[src/shared/fci_consts.vh]
// Purpose: constants for the flash command-sequence host controller
// Assumes: word-wide command writes, 15-bit unlock address decode
// Notes: timing counts in core clock cycles at 250 MHz
`ifndef FCI_CONSTS_VH
`define FCI_CONSTS_VH

`define FCI_UNLOCK_ADDR1 15'h5555
`define FCI_UNLOCK_ADDR2 15'h2aaa
`define FCI_UNLOCK_DATA1 8'haa
`define FCI_UNLOCK_DATA2 8'h55
`define FCI_CMD_RESET 8'hf0
`define FCI_CMD_ID 8'h90
`define FCI_CMD_PROG 8'ha0
`define FCI_CMD_ERASE 8'h80
`define FCI_CMD_STATUS 8'h70
`define FCI_CMD_CLRSTAT 8'h50
`define FCI_CMD_PROT 8'h60
`define FCI_CMD_ABORT 8'he0
`define FCI_CMD_CHIP 8'h10
`define FCI_CMD_SECTOR 8'h30
`define FCI_CMD_PROTECT 8'h20
`define FCI_CMD_UNPROTECT 8'h40
`define FCI_SECT_LO 5
`define FCI_SECT_BOTTOM 5'h00
`define FCI_SECT_TOP 5'h1f
`define FCI_ID_MFR_ADDR 20'h00000
`define FCI_ID_DEV_ADDR 20'h00001
// operation codes on the user port
`define FCI_OP_RESET 4'h0
`define FCI_OP_ID 4'h1
`define FCI_OP_PROG 4'h2
`define FCI_OP_CHIP 4'h3
`define FCI_OP_SECTOR 4'h4
`define FCI_OP_STATUS 4'h5
`define FCI_OP_CLRSTAT 4'h6
`define FCI_OP_PROTECT 4'h7
`define FCI_OP_UNPROTECT 4'h8
`define FCI_OP_ABORT 4'h9
`define FCI_OP_READ 4'ha
`define FCI_OP_VERIFY 4'hb
// bus cycle phase lengths in ns and cycles (least times rounded up)
`define FCI_CLK_NS 4
`define FCI_SETUP_NS 40
`define FCI_PULSE_NS 60
`define FCI_READ_NS 120
`define FCI_SETUP_CYC ((`FCI_SETUP_NS + `FCI_CLK_NS - 1) / `FCI_CLK_NS)
`define FCI_PULSE_CYC ((`FCI_PULSE_NS + `FCI_CLK_NS - 1) / `FCI_CLK_NS)
`define FCI_READ_CYC ((`FCI_READ_NS + `FCI_CLK_NS - 1) / `FCI_CLK_NS)

`endif

[src/rtl/fci_bus_cycle.v]
// Purpose: one flash bus cycle (write or read) on the chip-select/output-gate pins
// Assumes: pin data input already passed through two flip-flops upstream
// Notes: write latches address on chip-select fall, data on its rise
`timescale 1ns/1ns
`default_nettype none
`include "fci_consts.vh"
module fci_bus_cycle #(
    parameter SETUP_CYC = `FCI_SETUP_CYC,
    parameter PULSE_CYC = `FCI_PULSE_CYC,
    parameter READ_CYC = `FCI_READ_CYC
) (
    input wire core_clk_i,
    input wire rst_i,
    input wire ce_i,
    input wire start_i,
    input wire wr_i,
    input wire [19:0] addr_i,
    input wire [15:0] wdata_i,
    input wire [15:0] pin_q_sync_i,
    output reg done_o,
    output reg [15:0] rdata_o,
    output reg [19:0] addr_pin_o,
    output reg [15:0] q_out_o,
    output reg q_oe_o,
    output reg cs_n_o,
    output reg og_n_o
);
    // ----------------------------------------------------------------
    // cycle sequencer
    // ----------------------------------------------------------------
    localparam [3:0] ST_IDLE = 4'b0001;
    localparam [3:0] ST_SETUP = 4'b0010;
    localparam [3:0] ST_PULSE = 4'b0100;
    localparam [3:0] ST_HOLD = 4'b1000;
    reg [3:0] state_reg;
    reg [7:0] cnt_reg;
    reg wr_reg;

    // address and data set up before the strobe, strobe, then release
    always @(posedge core_clk_i) begin
        if (rst_i) begin
            state_reg <= ST_IDLE;
            cnt_reg <= 8'h00;
            wr_reg <= 1'b0;
            done_o <= 1'b0;
            rdata_o <= 16'h0000;
            addr_pin_o <= 20'h00000;
            q_out_o <= 16'h0000;
            q_oe_o <= 1'b0;
            cs_n_o <= 1'b1;
            og_n_o <= 1'b1;
        end else if (ce_i) begin
            done_o <= 1'b0;
            case (state_reg)
                ST_IDLE: begin
                    if (start_i) begin
                        wr_reg <= wr_i;
                        addr_pin_o <= addr_i;
                        q_out_o <= wdata_i;
                        q_oe_o <= wr_i;
                        cnt_reg <= SETUP_CYC[7:0];
                        state_reg <= ST_SETUP;
                    end
                end
                ST_SETUP: begin
                    if (cnt_reg <= 8'h01) begin
                        cs_n_o <= 1'b0; // address taken on this fall
                        og_n_o <= wr_reg; // output gate high for writes
                        cnt_reg <= wr_reg ? PULSE_CYC[7:0] : READ_CYC[7:0];
                        state_reg <= ST_PULSE;
                    end else begin
                        cnt_reg <= cnt_reg - 8'h01;
                    end
                end
                ST_PULSE: begin
                    if (cnt_reg <= 8'h01) begin
                        // data taken by the device on this rise
                        rdata_o <= pin_q_sync_i;
                        cs_n_o <= 1'b1;
                        og_n_o <= 1'b1;
                        cnt_reg <= SETUP_CYC[7:0];
                        state_reg <= ST_HOLD;
                    end else begin
                        cnt_reg <= cnt_reg - 8'h01;
                    end
                end
                ST_HOLD: begin
                    if (cnt_reg <= 8'h01) begin
                        q_oe_o <= 1'b0;
                        done_o <= 1'b1;
                        state_reg <= ST_IDLE;
                    end else begin
                        cnt_reg <= cnt_reg - 8'h01;
                    end
                end
                default: state_reg <= ST_IDLE;
            endcase
        end
    end
endmodule
`default_nettype wire

[src/rtl/fci_host.v]
// Purpose: host controller issuing unlocked command sequences to a parallel flash
// Assumes: programming supply is switched outside from the vpp_en_o output
// Notes: one user operation per request; answers with a done pulse
//
// Function
// - host writes only word-wide, with program supply raised, chip-select low, gate high
// - every command opens with AAH to 5555H then 55H to 2AAAH
// - erase setup adds unlock pair and 10H chip or 30H sector write
// - protect setup adds unlock pair then 20H protect or 40H unprotect at sector
// - host writes read/reset before expecting array data again
`timescale 1ns/1ns
`default_nettype none
`include "fci_consts.vh"
module fci_host #(
    parameter SETUP_CYC = `FCI_SETUP_CYC,
    parameter PULSE_CYC = `FCI_PULSE_CYC,
    parameter READ_CYC = `FCI_READ_CYC
) (
    input wire core_clk_i,
    input wire rst_i,
    input wire clk_en_i,
    input wire req_i,
    input wire [3:0] op_i,
    input wire [19:0] addr_i,
    input wire [15:0] data_i,
    input wire byte_mode_i,
    input wire [15:0] q_i,
    output reg busy_o,
    output reg done_o,
    output reg [15:0] rdata_o,
    output reg engine_busy_o,
    output wire [19:0] addr_o,
    output wire [15:0] q_o,
    output wire q_oe_o,
    output wire cs_n_o,
    output wire og_n_o,
    output reg vpp_en_o,
    output reg byte_n_o,
    output reg id_hv_en_o
);
    // ----------------------------------------------------------------
    // pin input synchroniser
    // ----------------------------------------------------------------
    reg [15:0] q_meta_reg;
    reg [15:0] q_sync_reg;

    // two flops before any logic looks at the data pins
    always @(posedge core_clk_i) begin
        if (rst_i) begin
            q_meta_reg <= 16'h0000;
            q_sync_reg <= 16'h0000;
        end else if (clk_en_i) begin
            q_meta_reg <= q_i;
            q_sync_reg <= q_meta_reg;
        end
    end

    // ----------------------------------------------------------------
    // sequence engine
    // ----------------------------------------------------------------
    localparam [3:0] ST_IDLE = 4'b0001;
    localparam [3:0] ST_LOAD = 4'b0010;
    localparam [3:0] ST_WAIT = 4'b0100;
    localparam [3:0] ST_DONE = 4'b1000;
    reg [3:0] state_reg;
    reg [2:0] step_reg;
    reg [2:0] nsteps_reg;
    reg [3:0] op_reg;
    reg [19:0] addr_reg;
    reg [15:0] data_reg;
    reg cyc_start_reg;
    reg cyc_wr_reg;
    reg [19:0] cyc_addr_reg;
    reg [15:0] cyc_data_reg;
    wire cyc_done;
    wire [15:0] cyc_rdata;

    // the step-th bus cycle of the selected sequence
    reg [19:0] seq_addr;
    reg [7:0] seq_data;
    reg seq_wr;
    always @* begin
        seq_wr = 1'b1;
        seq_addr = {5'h00, `FCI_UNLOCK_ADDR1}; // upper bits zero, decode uses 0..14
        seq_data = `FCI_UNLOCK_DATA1;
        case (step_reg)
            3'd0: seq_data = `FCI_UNLOCK_DATA1;
            3'd1: begin
                seq_addr = {5'h00, `FCI_UNLOCK_ADDR2};
                seq_data = `FCI_UNLOCK_DATA2;
            end
            3'd2: begin
                case (op_reg) // command byte on the low lane only
                    `FCI_OP_RESET: seq_data = `FCI_CMD_RESET;
                    `FCI_OP_ID: seq_data = `FCI_CMD_ID;
                    `FCI_OP_VERIFY: seq_data = `FCI_CMD_ID;
                    `FCI_OP_PROG: seq_data = `FCI_CMD_PROG;
                    `FCI_OP_CHIP: seq_data = `FCI_CMD_ERASE;
                    `FCI_OP_SECTOR: seq_data = `FCI_CMD_ERASE;
                    `FCI_OP_STATUS: seq_data = `FCI_CMD_STATUS;
                    `FCI_OP_CLRSTAT: seq_data = `FCI_CMD_CLRSTAT;
                    `FCI_OP_PROTECT: seq_data = `FCI_CMD_PROT;
                    `FCI_OP_UNPROTECT: seq_data = `FCI_CMD_PROT;
                    default: seq_data = `FCI_CMD_ABORT;
                endcase
            end
            3'd3: begin
                seq_data = `FCI_UNLOCK_DATA1; // second unlock pair
                if (op_reg == `FCI_OP_PROG) begin
                    seq_addr = addr_reg; // program location and value
                end
            end
            3'd4: begin
                seq_addr = {5'h00, `FCI_UNLOCK_ADDR2};
                seq_data = `FCI_UNLOCK_DATA2;
            end
            default: begin
                // sector picked by bits 15..19 only
                if (op_reg != `FCI_OP_CHIP) begin
                    seq_addr = {addr_reg[19:15], 15'h0000};
                end
                case (op_reg)
                    `FCI_OP_CHIP: seq_data = `FCI_CMD_CHIP;
                    `FCI_OP_SECTOR: seq_data = `FCI_CMD_SECTOR;
                    `FCI_OP_PROTECT: seq_data = `FCI_CMD_PROTECT;
                    default: seq_data = `FCI_CMD_UNPROTECT;
                endcase
            end
        endcase
        // read-phase of a read-type sequence, or a plain read
        if (step_reg == 3'd3 && (op_reg == `FCI_OP_ID || op_reg == `FCI_OP_VERIFY ||
                op_reg == `FCI_OP_STATUS || op_reg == `FCI_OP_RESET || op_reg == `FCI_OP_READ)) begin
            seq_wr = 1'b0;
            if (op_reg == `FCI_OP_VERIFY) begin
                seq_addr = {addr_reg[19:15], 13'h0000, 2'b10}; // A1 high, A0 low
            end else if (op_reg == `FCI_OP_ID) begin
                seq_addr = addr_reg[0] ? `FCI_ID_DEV_ADDR : `FCI_ID_MFR_ADDR;
            end else begin
                seq_addr = addr_reg;
            end
        end
    end

    // main sequencer, one bus cycle at a time
    always @(posedge core_clk_i) begin
        if (rst_i) begin
            state_reg <= ST_IDLE;
            step_reg <= 3'd0;
            nsteps_reg <= 3'd0;
            op_reg <= `FCI_OP_RESET;
            addr_reg <= 20'h00000;
            data_reg <= 16'h0000;
            cyc_start_reg <= 1'b0;
            cyc_wr_reg <= 1'b0;
            cyc_addr_reg <= 20'h00000;
            cyc_data_reg <= 16'h0000;
            busy_o <= 1'b0;
            done_o <= 1'b0;
            rdata_o <= 16'h0000;
            engine_busy_o <= 1'b0;
            vpp_en_o <= 1'b0;
            byte_n_o <= 1'b1;
            id_hv_en_o <= 1'b0; // identifier read goes by command, pin stays low
        end else if (clk_en_i) begin
            cyc_start_reg <= 1'b0;
            done_o <= 1'b0;
            case (state_reg)
                ST_IDLE: begin
                    if (req_i) begin
                        op_reg <= op_i;
                        addr_reg <= addr_i;
                        data_reg <= data_i;
                        busy_o <= 1'b1;
                        step_reg <= 3'd0;
                        // while the engine runs only status reads may go out
                        if (engine_busy_o && op_i != `FCI_OP_STATUS && op_i != `FCI_OP_READ) begin
                            state_reg <= ST_DONE;
                        end else begin
                            case (op_i) // counts of full sequences
                                `FCI_OP_CLRSTAT: nsteps_reg <= 3'd3;
                                `FCI_OP_ABORT: nsteps_reg <= 3'd3;
                                `FCI_OP_CHIP: nsteps_reg <= 3'd6;
                                `FCI_OP_SECTOR: nsteps_reg <= 3'd6;
                                `FCI_OP_PROTECT: nsteps_reg <= 3'd6;
                                `FCI_OP_UNPROTECT: nsteps_reg <= 3'd6;
                                // unknown codes send the three abort writes only
                                default: nsteps_reg <= (op_i > `FCI_OP_VERIFY) ? 3'd3 : 3'd4;
                            endcase
                            if (op_i == `FCI_OP_READ || (engine_busy_o && op_i == `FCI_OP_STATUS)) begin
                                step_reg <= 3'd3; // plain read, no command writes
                            end
                            // word mode for writes, raise program supply
                            byte_n_o <= (op_i == `FCI_OP_READ) ? ~byte_mode_i : 1'b1;
                            vpp_en_o <= (op_i != `FCI_OP_READ);
                            state_reg <= ST_LOAD;
                        end
                    end
                end
                ST_LOAD: begin
                    cyc_start_reg <= 1'b1;
                    cyc_wr_reg <= seq_wr;
                    cyc_addr_reg <= seq_addr;
                    // program value on full width, commands on low lane
                    cyc_data_reg <= (step_reg == 3'd3 && op_reg == `FCI_OP_PROG) ? data_reg : {8'h00, seq_data};
                    state_reg <= ST_WAIT;
                end
                ST_WAIT: begin
                    if (cyc_done) begin
                        if (!cyc_wr_reg) begin
                            // upper byte meaningless in byte mode
                            rdata_o <= byte_n_o ? cyc_rdata : {8'h00, cyc_rdata[7:0]};
                        end
                        if (step_reg + 3'd1 >= nsteps_reg) begin
                            state_reg <= ST_DONE;
                        end else begin
                            step_reg <= step_reg + 3'd1;
                            state_reg <= ST_LOAD;
                        end
                    end
                end
                default: begin
                    // program and erase hand off to the write engine
                    if (op_reg == `FCI_OP_PROG || op_reg == `FCI_OP_CHIP || op_reg == `FCI_OP_SECTOR) begin
                        engine_busy_o <= 1'b1;
                    end else if (engine_busy_o && cyc_rdata[7] &&
                            (op_reg == `FCI_OP_STATUS || op_reg == `FCI_OP_READ)) begin
                        // only a fresh status read ends it; a refused op has no read
                        engine_busy_o <= 1'b0;
                    end
                    busy_o <= 1'b0;
                    done_o <= 1'b1;
                    vpp_en_o <= 1'b0;
                    state_reg <= ST_IDLE;
                end
            endcase
        end
    end

    // ----------------------------------------------------------------
    // bus cycle engine
    // ----------------------------------------------------------------
    // device takes address at chip-select fall, data at rise
    fci_bus_cycle #(
        .SETUP_CYC(SETUP_CYC),
        .PULSE_CYC(PULSE_CYC),
        .READ_CYC(READ_CYC)
    ) u_cycle (
        .core_clk_i(core_clk_i),
        .rst_i(rst_i),
        .ce_i(clk_en_i),
        .start_i(cyc_start_reg),
        .wr_i(cyc_wr_reg),
        .addr_i(cyc_addr_reg),
        .wdata_i(cyc_data_reg),
        .pin_q_sync_i(q_sync_reg),
        .done_o(cyc_done),
        .rdata_o(cyc_rdata),
        .addr_pin_o(addr_o),
        .q_out_o(q_o),
        .q_oe_o(q_oe_o),
        .cs_n_o(cs_n_o),
        .og_n_o(og_n_o)
    );
endmodule
`default_nettype wire

[config.mk]
export PLATFORM = sky130hd
export DESIGN_NAME = fci_host
export DESIGN_NICKNAME = d
export VERILOG_FILES = /design/src/rtl/fci_bus_cycle.v /design/src/rtl/fci_host.v
export VERILOG_INCLUDE_DIRS = /design/src /design/src/shared
export SDC_FILE = /design/constraint.sdc
export NUM_CORES = 1
export LEC_CHECK = 0
export BUFFER_PORTS_ARGS = -buffer_cell sky130_fd_sc_hd__buf_2
export CORE_UTILIZATION = 30
export DETAILED_ROUTE_END_ITERATION = 16
export PLACE_DENSITY = 0.59
export SLEW_MARGIN = 0
export SYNTH_ARGS = -nofsm -noshare
export SYNTH_HDL_FRONTEND = slang
export SYNTH_HIERARCHICAL = 1
export SYNTH_SLANG_ARGS = --single-unit
[constraint.sdc]
create_clock -name core_clk_i -period 3.05 [get_ports core_clk_i]
set_clock_uncertainty 0.05 [all_clocks]
set_input_delay 0.61 -clock core_clk_i [delete_from_list [all_inputs] [get_ports core_clk_i]]
set_output_delay 0.61 -clock core_clk_i [all_outputs]
set_load 0.005 [all_outputs]
# Word level (Yosys, flattened, before mapping)
# Memories as Yosys holds them, arrays and structs flattened. A register that Yosys moved wholly into a read port is not among the register bits.
# Index checks and enable logic that the tools add are counted.
# word_totals
reg_bits	210
romBits	64
in_bits	61
wordCells	179
n_memories	1
# classes
addsub	2
n_lt_le_gt_ge	3
eq_ne	39
n_mux	57
bitwise	5
n_reduce_logical	44
# mem_list
name	depth	word_bits	read_ports	rd_ports_with_merged_regs	wr	line	source
(name not given)	16	4	1	1	0	fci_host.v:93	case (op_reg)
# ops
operator	n
20-bit two-way mux	5
20-bit one-hot mux with 3 select lines	1
4-bit two-way mux	10
4-bit by 3-bit == test with 1-bit output, second input constant	9
16-bit two-way mux	2
8-bit two-way mux	4
8-bit one-hot mux with 4 select lines	1
4-bit == test, second input constant	6
8-bit one-hot mux with 3 select lines	1
4-bit AND reduction	6
7-bit one-hot mux with 3 select lines	1
4-bit by 2-bit == test with 1-bit output, second input constant	5
3-bit AND reduction	6
1-bit two-way mux	16
4-bit one-hot mux with 4 select lines	1
4-bit by 1-bit == test with 1-bit output, second input constant	3
3-bit two-way mux	4
3-bit one-hot mux with 2 select lines	2
4-bit one-hot mux with 3 select lines	1
2-bit inequality test, second input constant	5
1-bit one-hot mux with 2 select lines	5
5-bit AND reduction	2
2-bit OR reduction	5
8-bit by 1-bit <= comparator with 1-bit output, second input constant	1
23 further kinds	48

# Logic depth before layout (Yosys ltp)
# depth
ltp_word	7
depth_mapped	10

# Cells and area by module
# Netlist, hierarchy kept.
# modules_own_cells
module	n_inst	cells_each	area_each_um2	seq_area_each_um2
fci_host	1	731	6239.7	2902.8
fci_bus_cycle	1	337	2840.2	1381.3

# Worst setup path before layout
# Ideal clock, no wire load.
# synth_path
path_type	reg2reg
start	register step_reg[0]
end	register cyc_addr_reg[10]
setup_time_ns	0.086
t_arrival_ns	2.155
slack_ns	0.759
stages_incl_launch_ff	9
path_buffers	1
period_less_slack_ns	2.291
cell_sequence	dfxtp_1 clkbuf_1 inv_1 ha_1 mux2_4 or3_4 a22oi_4 o21ai_2 a221oi_2
# synth_between
elab_chain_cells	4
# synth_rtl
element	line	source
start, declared	fci_host.v:66	reg [2:0] step_reg;
start signal, assigned	fci_host.v:216	step_reg <= step_reg + 3'd1;
3-bit == test, or another cell as far along	fci_host.v:86	case (step_reg)
2-bit OR reduction (no line)	--	
20-bit one-hot mux with 3 select lines	fci_host.v:86	
20-bit two-way mux (*)	fci_host.v:131	if (step_reg == 3'd3 && (op_reg == `FCI_OP_ID || op_reg == `FCI_OP_VERIFY ||
end signal, assigned	fci_host.v:202	cyc_addr_reg <= seq_addr;
end, declared	fci_host.v:73	reg [19:0] cyc_addr_reg;
# Every way passes the cells marked *; elsewhere a longest branch is shown, timed or not.
# A chain may end at the register's enable or synchronous reset.

# Worst setup path in the final report
# layout_path
start	register step_reg[0]
end	register cyc_addr_reg[12]
# Same word-level chain as after synthesis.

==> results.json <==
{
  "syn_avg_cell_area_um2": 8.50,
  "drc": 0,
  "grt_pass1_vias": 7182,
  "io_buffers": 120,
  "whs_path_depth": 3,
  "track_usage_pct": 14.5,
  "placed_cell_area_mm2": 0.00998,
  "clkSinkCount": 214,
  "vias": 7558,
  "start_util_pct": 30.6,
  "design_area_mm2": 0.0108,
  "worstMarginPinSlew_ns": 0.763,
  "cp-end-kind": "register",
  "final_util_pct": 36.3,
  "reg2reg_depth": 5,
  "hp-class": "in -> reg",
  "cp.arrival_ns": 2.87,
  "min_period_over_period_pct": 84.1,
  "setup_ws_ns": 0.484,
  "synth_ff_type": "dfxtp_1",
  "cts_hold_buf": 0,
  "synth-edff-count": 0,
  "leakagePower_nw": 4.20,
  "layout-drive-gt1-share_pct": 18.2,
  "synth-seq-cells": 214,
  "ys_types": 79,
  "gr-total-overflow": 0,
  "dieWidth_um": 176,
  "clkTransAtPathRegs_ns": 0.06,
  "ir_drop_mv": 0.349,
  "yosysWarnings": 6,
  "ant_nets": 0,
  "dieHeight_um": 176,
  "syn-cell-area_mm2": 0.00908,
  "cts_root_buffer": "clkbuf_16",
  "synth_nets": 1142,
  "drt-pass1-iter-count": 5,
  "synthToLayoutAreaGrowth_pct": 18.9,
  "cp_data_required_time_ns": 3.36,
  "crit_path_max_fanout": 14,
  "insertion_delay_ns": 0.51,
  "critPathKind": "reg -> reg",
  "cts_buffers": 24,
  "fin_crit_ns": 2.57,
  "dp_hpwl_um": 15500,
  "cts_max_level": 1,
  "fin_tns_setup_ns": 0,
  "totalWireLength_um": 22900,
  "max_freq_mhz": 390,
  "cts_resized": 0,
  "fp.coreArea_mm2": 0.0297,
  "drtIter0Drc": 466,
  "hold_viol": 0,
  "grt_setup_unrepaired": "no",
  "gp_congestion": 0.787,
  "cts_tree": "yes",
  "yosysSeqAreaShare_pct": 47.2,
  "syn_inst": 1068,
  "p_per_area_mw_per_mm2": 574,
  "drt-vias-per-instance": 4.82,
  "synth_async_sr_flop_share_pct": 0,
  "start_kind": "register",
  "place_worst_setup_slack_ns": 0.413,
  "grt_max_degree": 74,
  "grt_pass1_wl_um": 37000,
  "wl_per_cell_um": 14.6,
  "fin_nets": 1233,
  "ioPinCount": 122,
  "nFillCells": 3059,
  "drv_slew": 0,
  "setup_viol": 0,
  "drv_cap": 0,
  "postCtsSetupBuffers": 0,
  "outcome": "completed",
  "slew-limit-headroom_pct": 49.2,
  "cts_buffer_depth": 3,
  "antenna_found_initial": 1,
  "rows": 63,
  "die_area_mm2": 0.0310,
  "diodes": 0
}
## synthesized netlist by cell type (all sizes together) (10+ instances only)
cell type	n	area share, %
nand2b	12	0.83
nor2	98	4.1
ha	13	1.8
a22oi	16	1.5
nor2b	10	0.69
nand2	215	8.9
buf	36	2.3
mux2i	53	5.8
inv	21	0.87
a21oi	142	8.0
nand3	13	0.72
clkbuf	41	1.7
dfxtp	214	47
o21ai	38	2.3
nor3	15	0.94
## placed cells by master (no fill, tap or decap), types with 10 or more instances in the layout
cell	Yosys	routed
a21oi_1	140	140
nor3_1	13	12
clkbuf_16	0	25
dfxtp_1	214	214
nand2_1	215	215
ha_1	13	13
a22oi_1	15	15
buf_2	18	119
inv_1	21	21
nor2b_1	10	10
buf_4	3	22
nor2_1	98	98
nand2b_1	12	12
mux2i_1	53	53
nand3_1	13	13
o21ai_0	36	36
## path summary, 6_finish.rpt
kind	startpoint	to	slack (ns)
hold reg to reg	rdata_o[13]	rdata_o[13]	0.40
hold / removal	addr_i[7]	addr_reg[7]	0.28
setup / recovery	step_reg[0]	cyc_addr_reg[12]	0.48
setup reg to reg	step_reg[0]	cyc_addr_reg[12]	0.48
## stage by stage
step	instances	total power [mW]	hold slack, ns
after global routing	1567	6.45	0.279
final	1567	6.20	0.284
after floorplan	1068	3.22	0.379
after CTS	1567	6.29	0.263
after detailed placement	1523	3.35	0.394
after global placement	1523	3.34	0.387
## layout make-up
type,count,area (um^2),share of cell area (%)
clock buffer,35,713,6.60
clock inverter,9,101,0.938
inverter,21,78.8,0.730
multi-input combinational,756,4360,40.4
sequential,214,4280,39.7
tap,390,488,4.52
timing repair buffer,142,772,7.15
## cells by family after synthesis
family | share of synthesized area (%)
buffers and inverters | 4.85
AO/OA/AOI/OAI | 19.0
XOR/XNOR | 0.675
adder cells (fa/ha/maj) | 1.90
multiplexers | 6.01
AND/OR/NAND/NOR | 20.3
other | 0.0413
flip-flops | 47.2
## worst max-delay path: stages, from the launching register on
cell and delay (ns):
dfxtp_1 0.54, ha_1 0.22, ha_1 0.45, nand3b_1 0.45
o21ai_2 0.59, a221oi_2 0.11
## report_power, final
part / total (mW) / leakage [nW] / internal, mW / switching [mW]
logic: 0.370 / 2.06 / 0.147 / 0.223
clock network: 2.92 / 0.402 / 1.79 / 1.13
registers: 2.91 / 1.73 / 2.86 / 0.0489
total: 6.20 / 4.20 / 4.80 / 1.40
## layer usage
metal | part of all wire, % | track usage [%] | vias to the layer above | routed length [um]
met5 | 0.044 | 0 | - | 10
met4 | 1.6 | 4.02 | 2 | 372
met3 | 4.5 | 2.65 | 26 | 1030
met2 | 47 | 24.0 | 129 | 10700
met1 | 47 | 19.4 | 3545 | 10800
li1 | - | - | 3856 | -
Note: power is estimated with default switching activity, not from simulation.
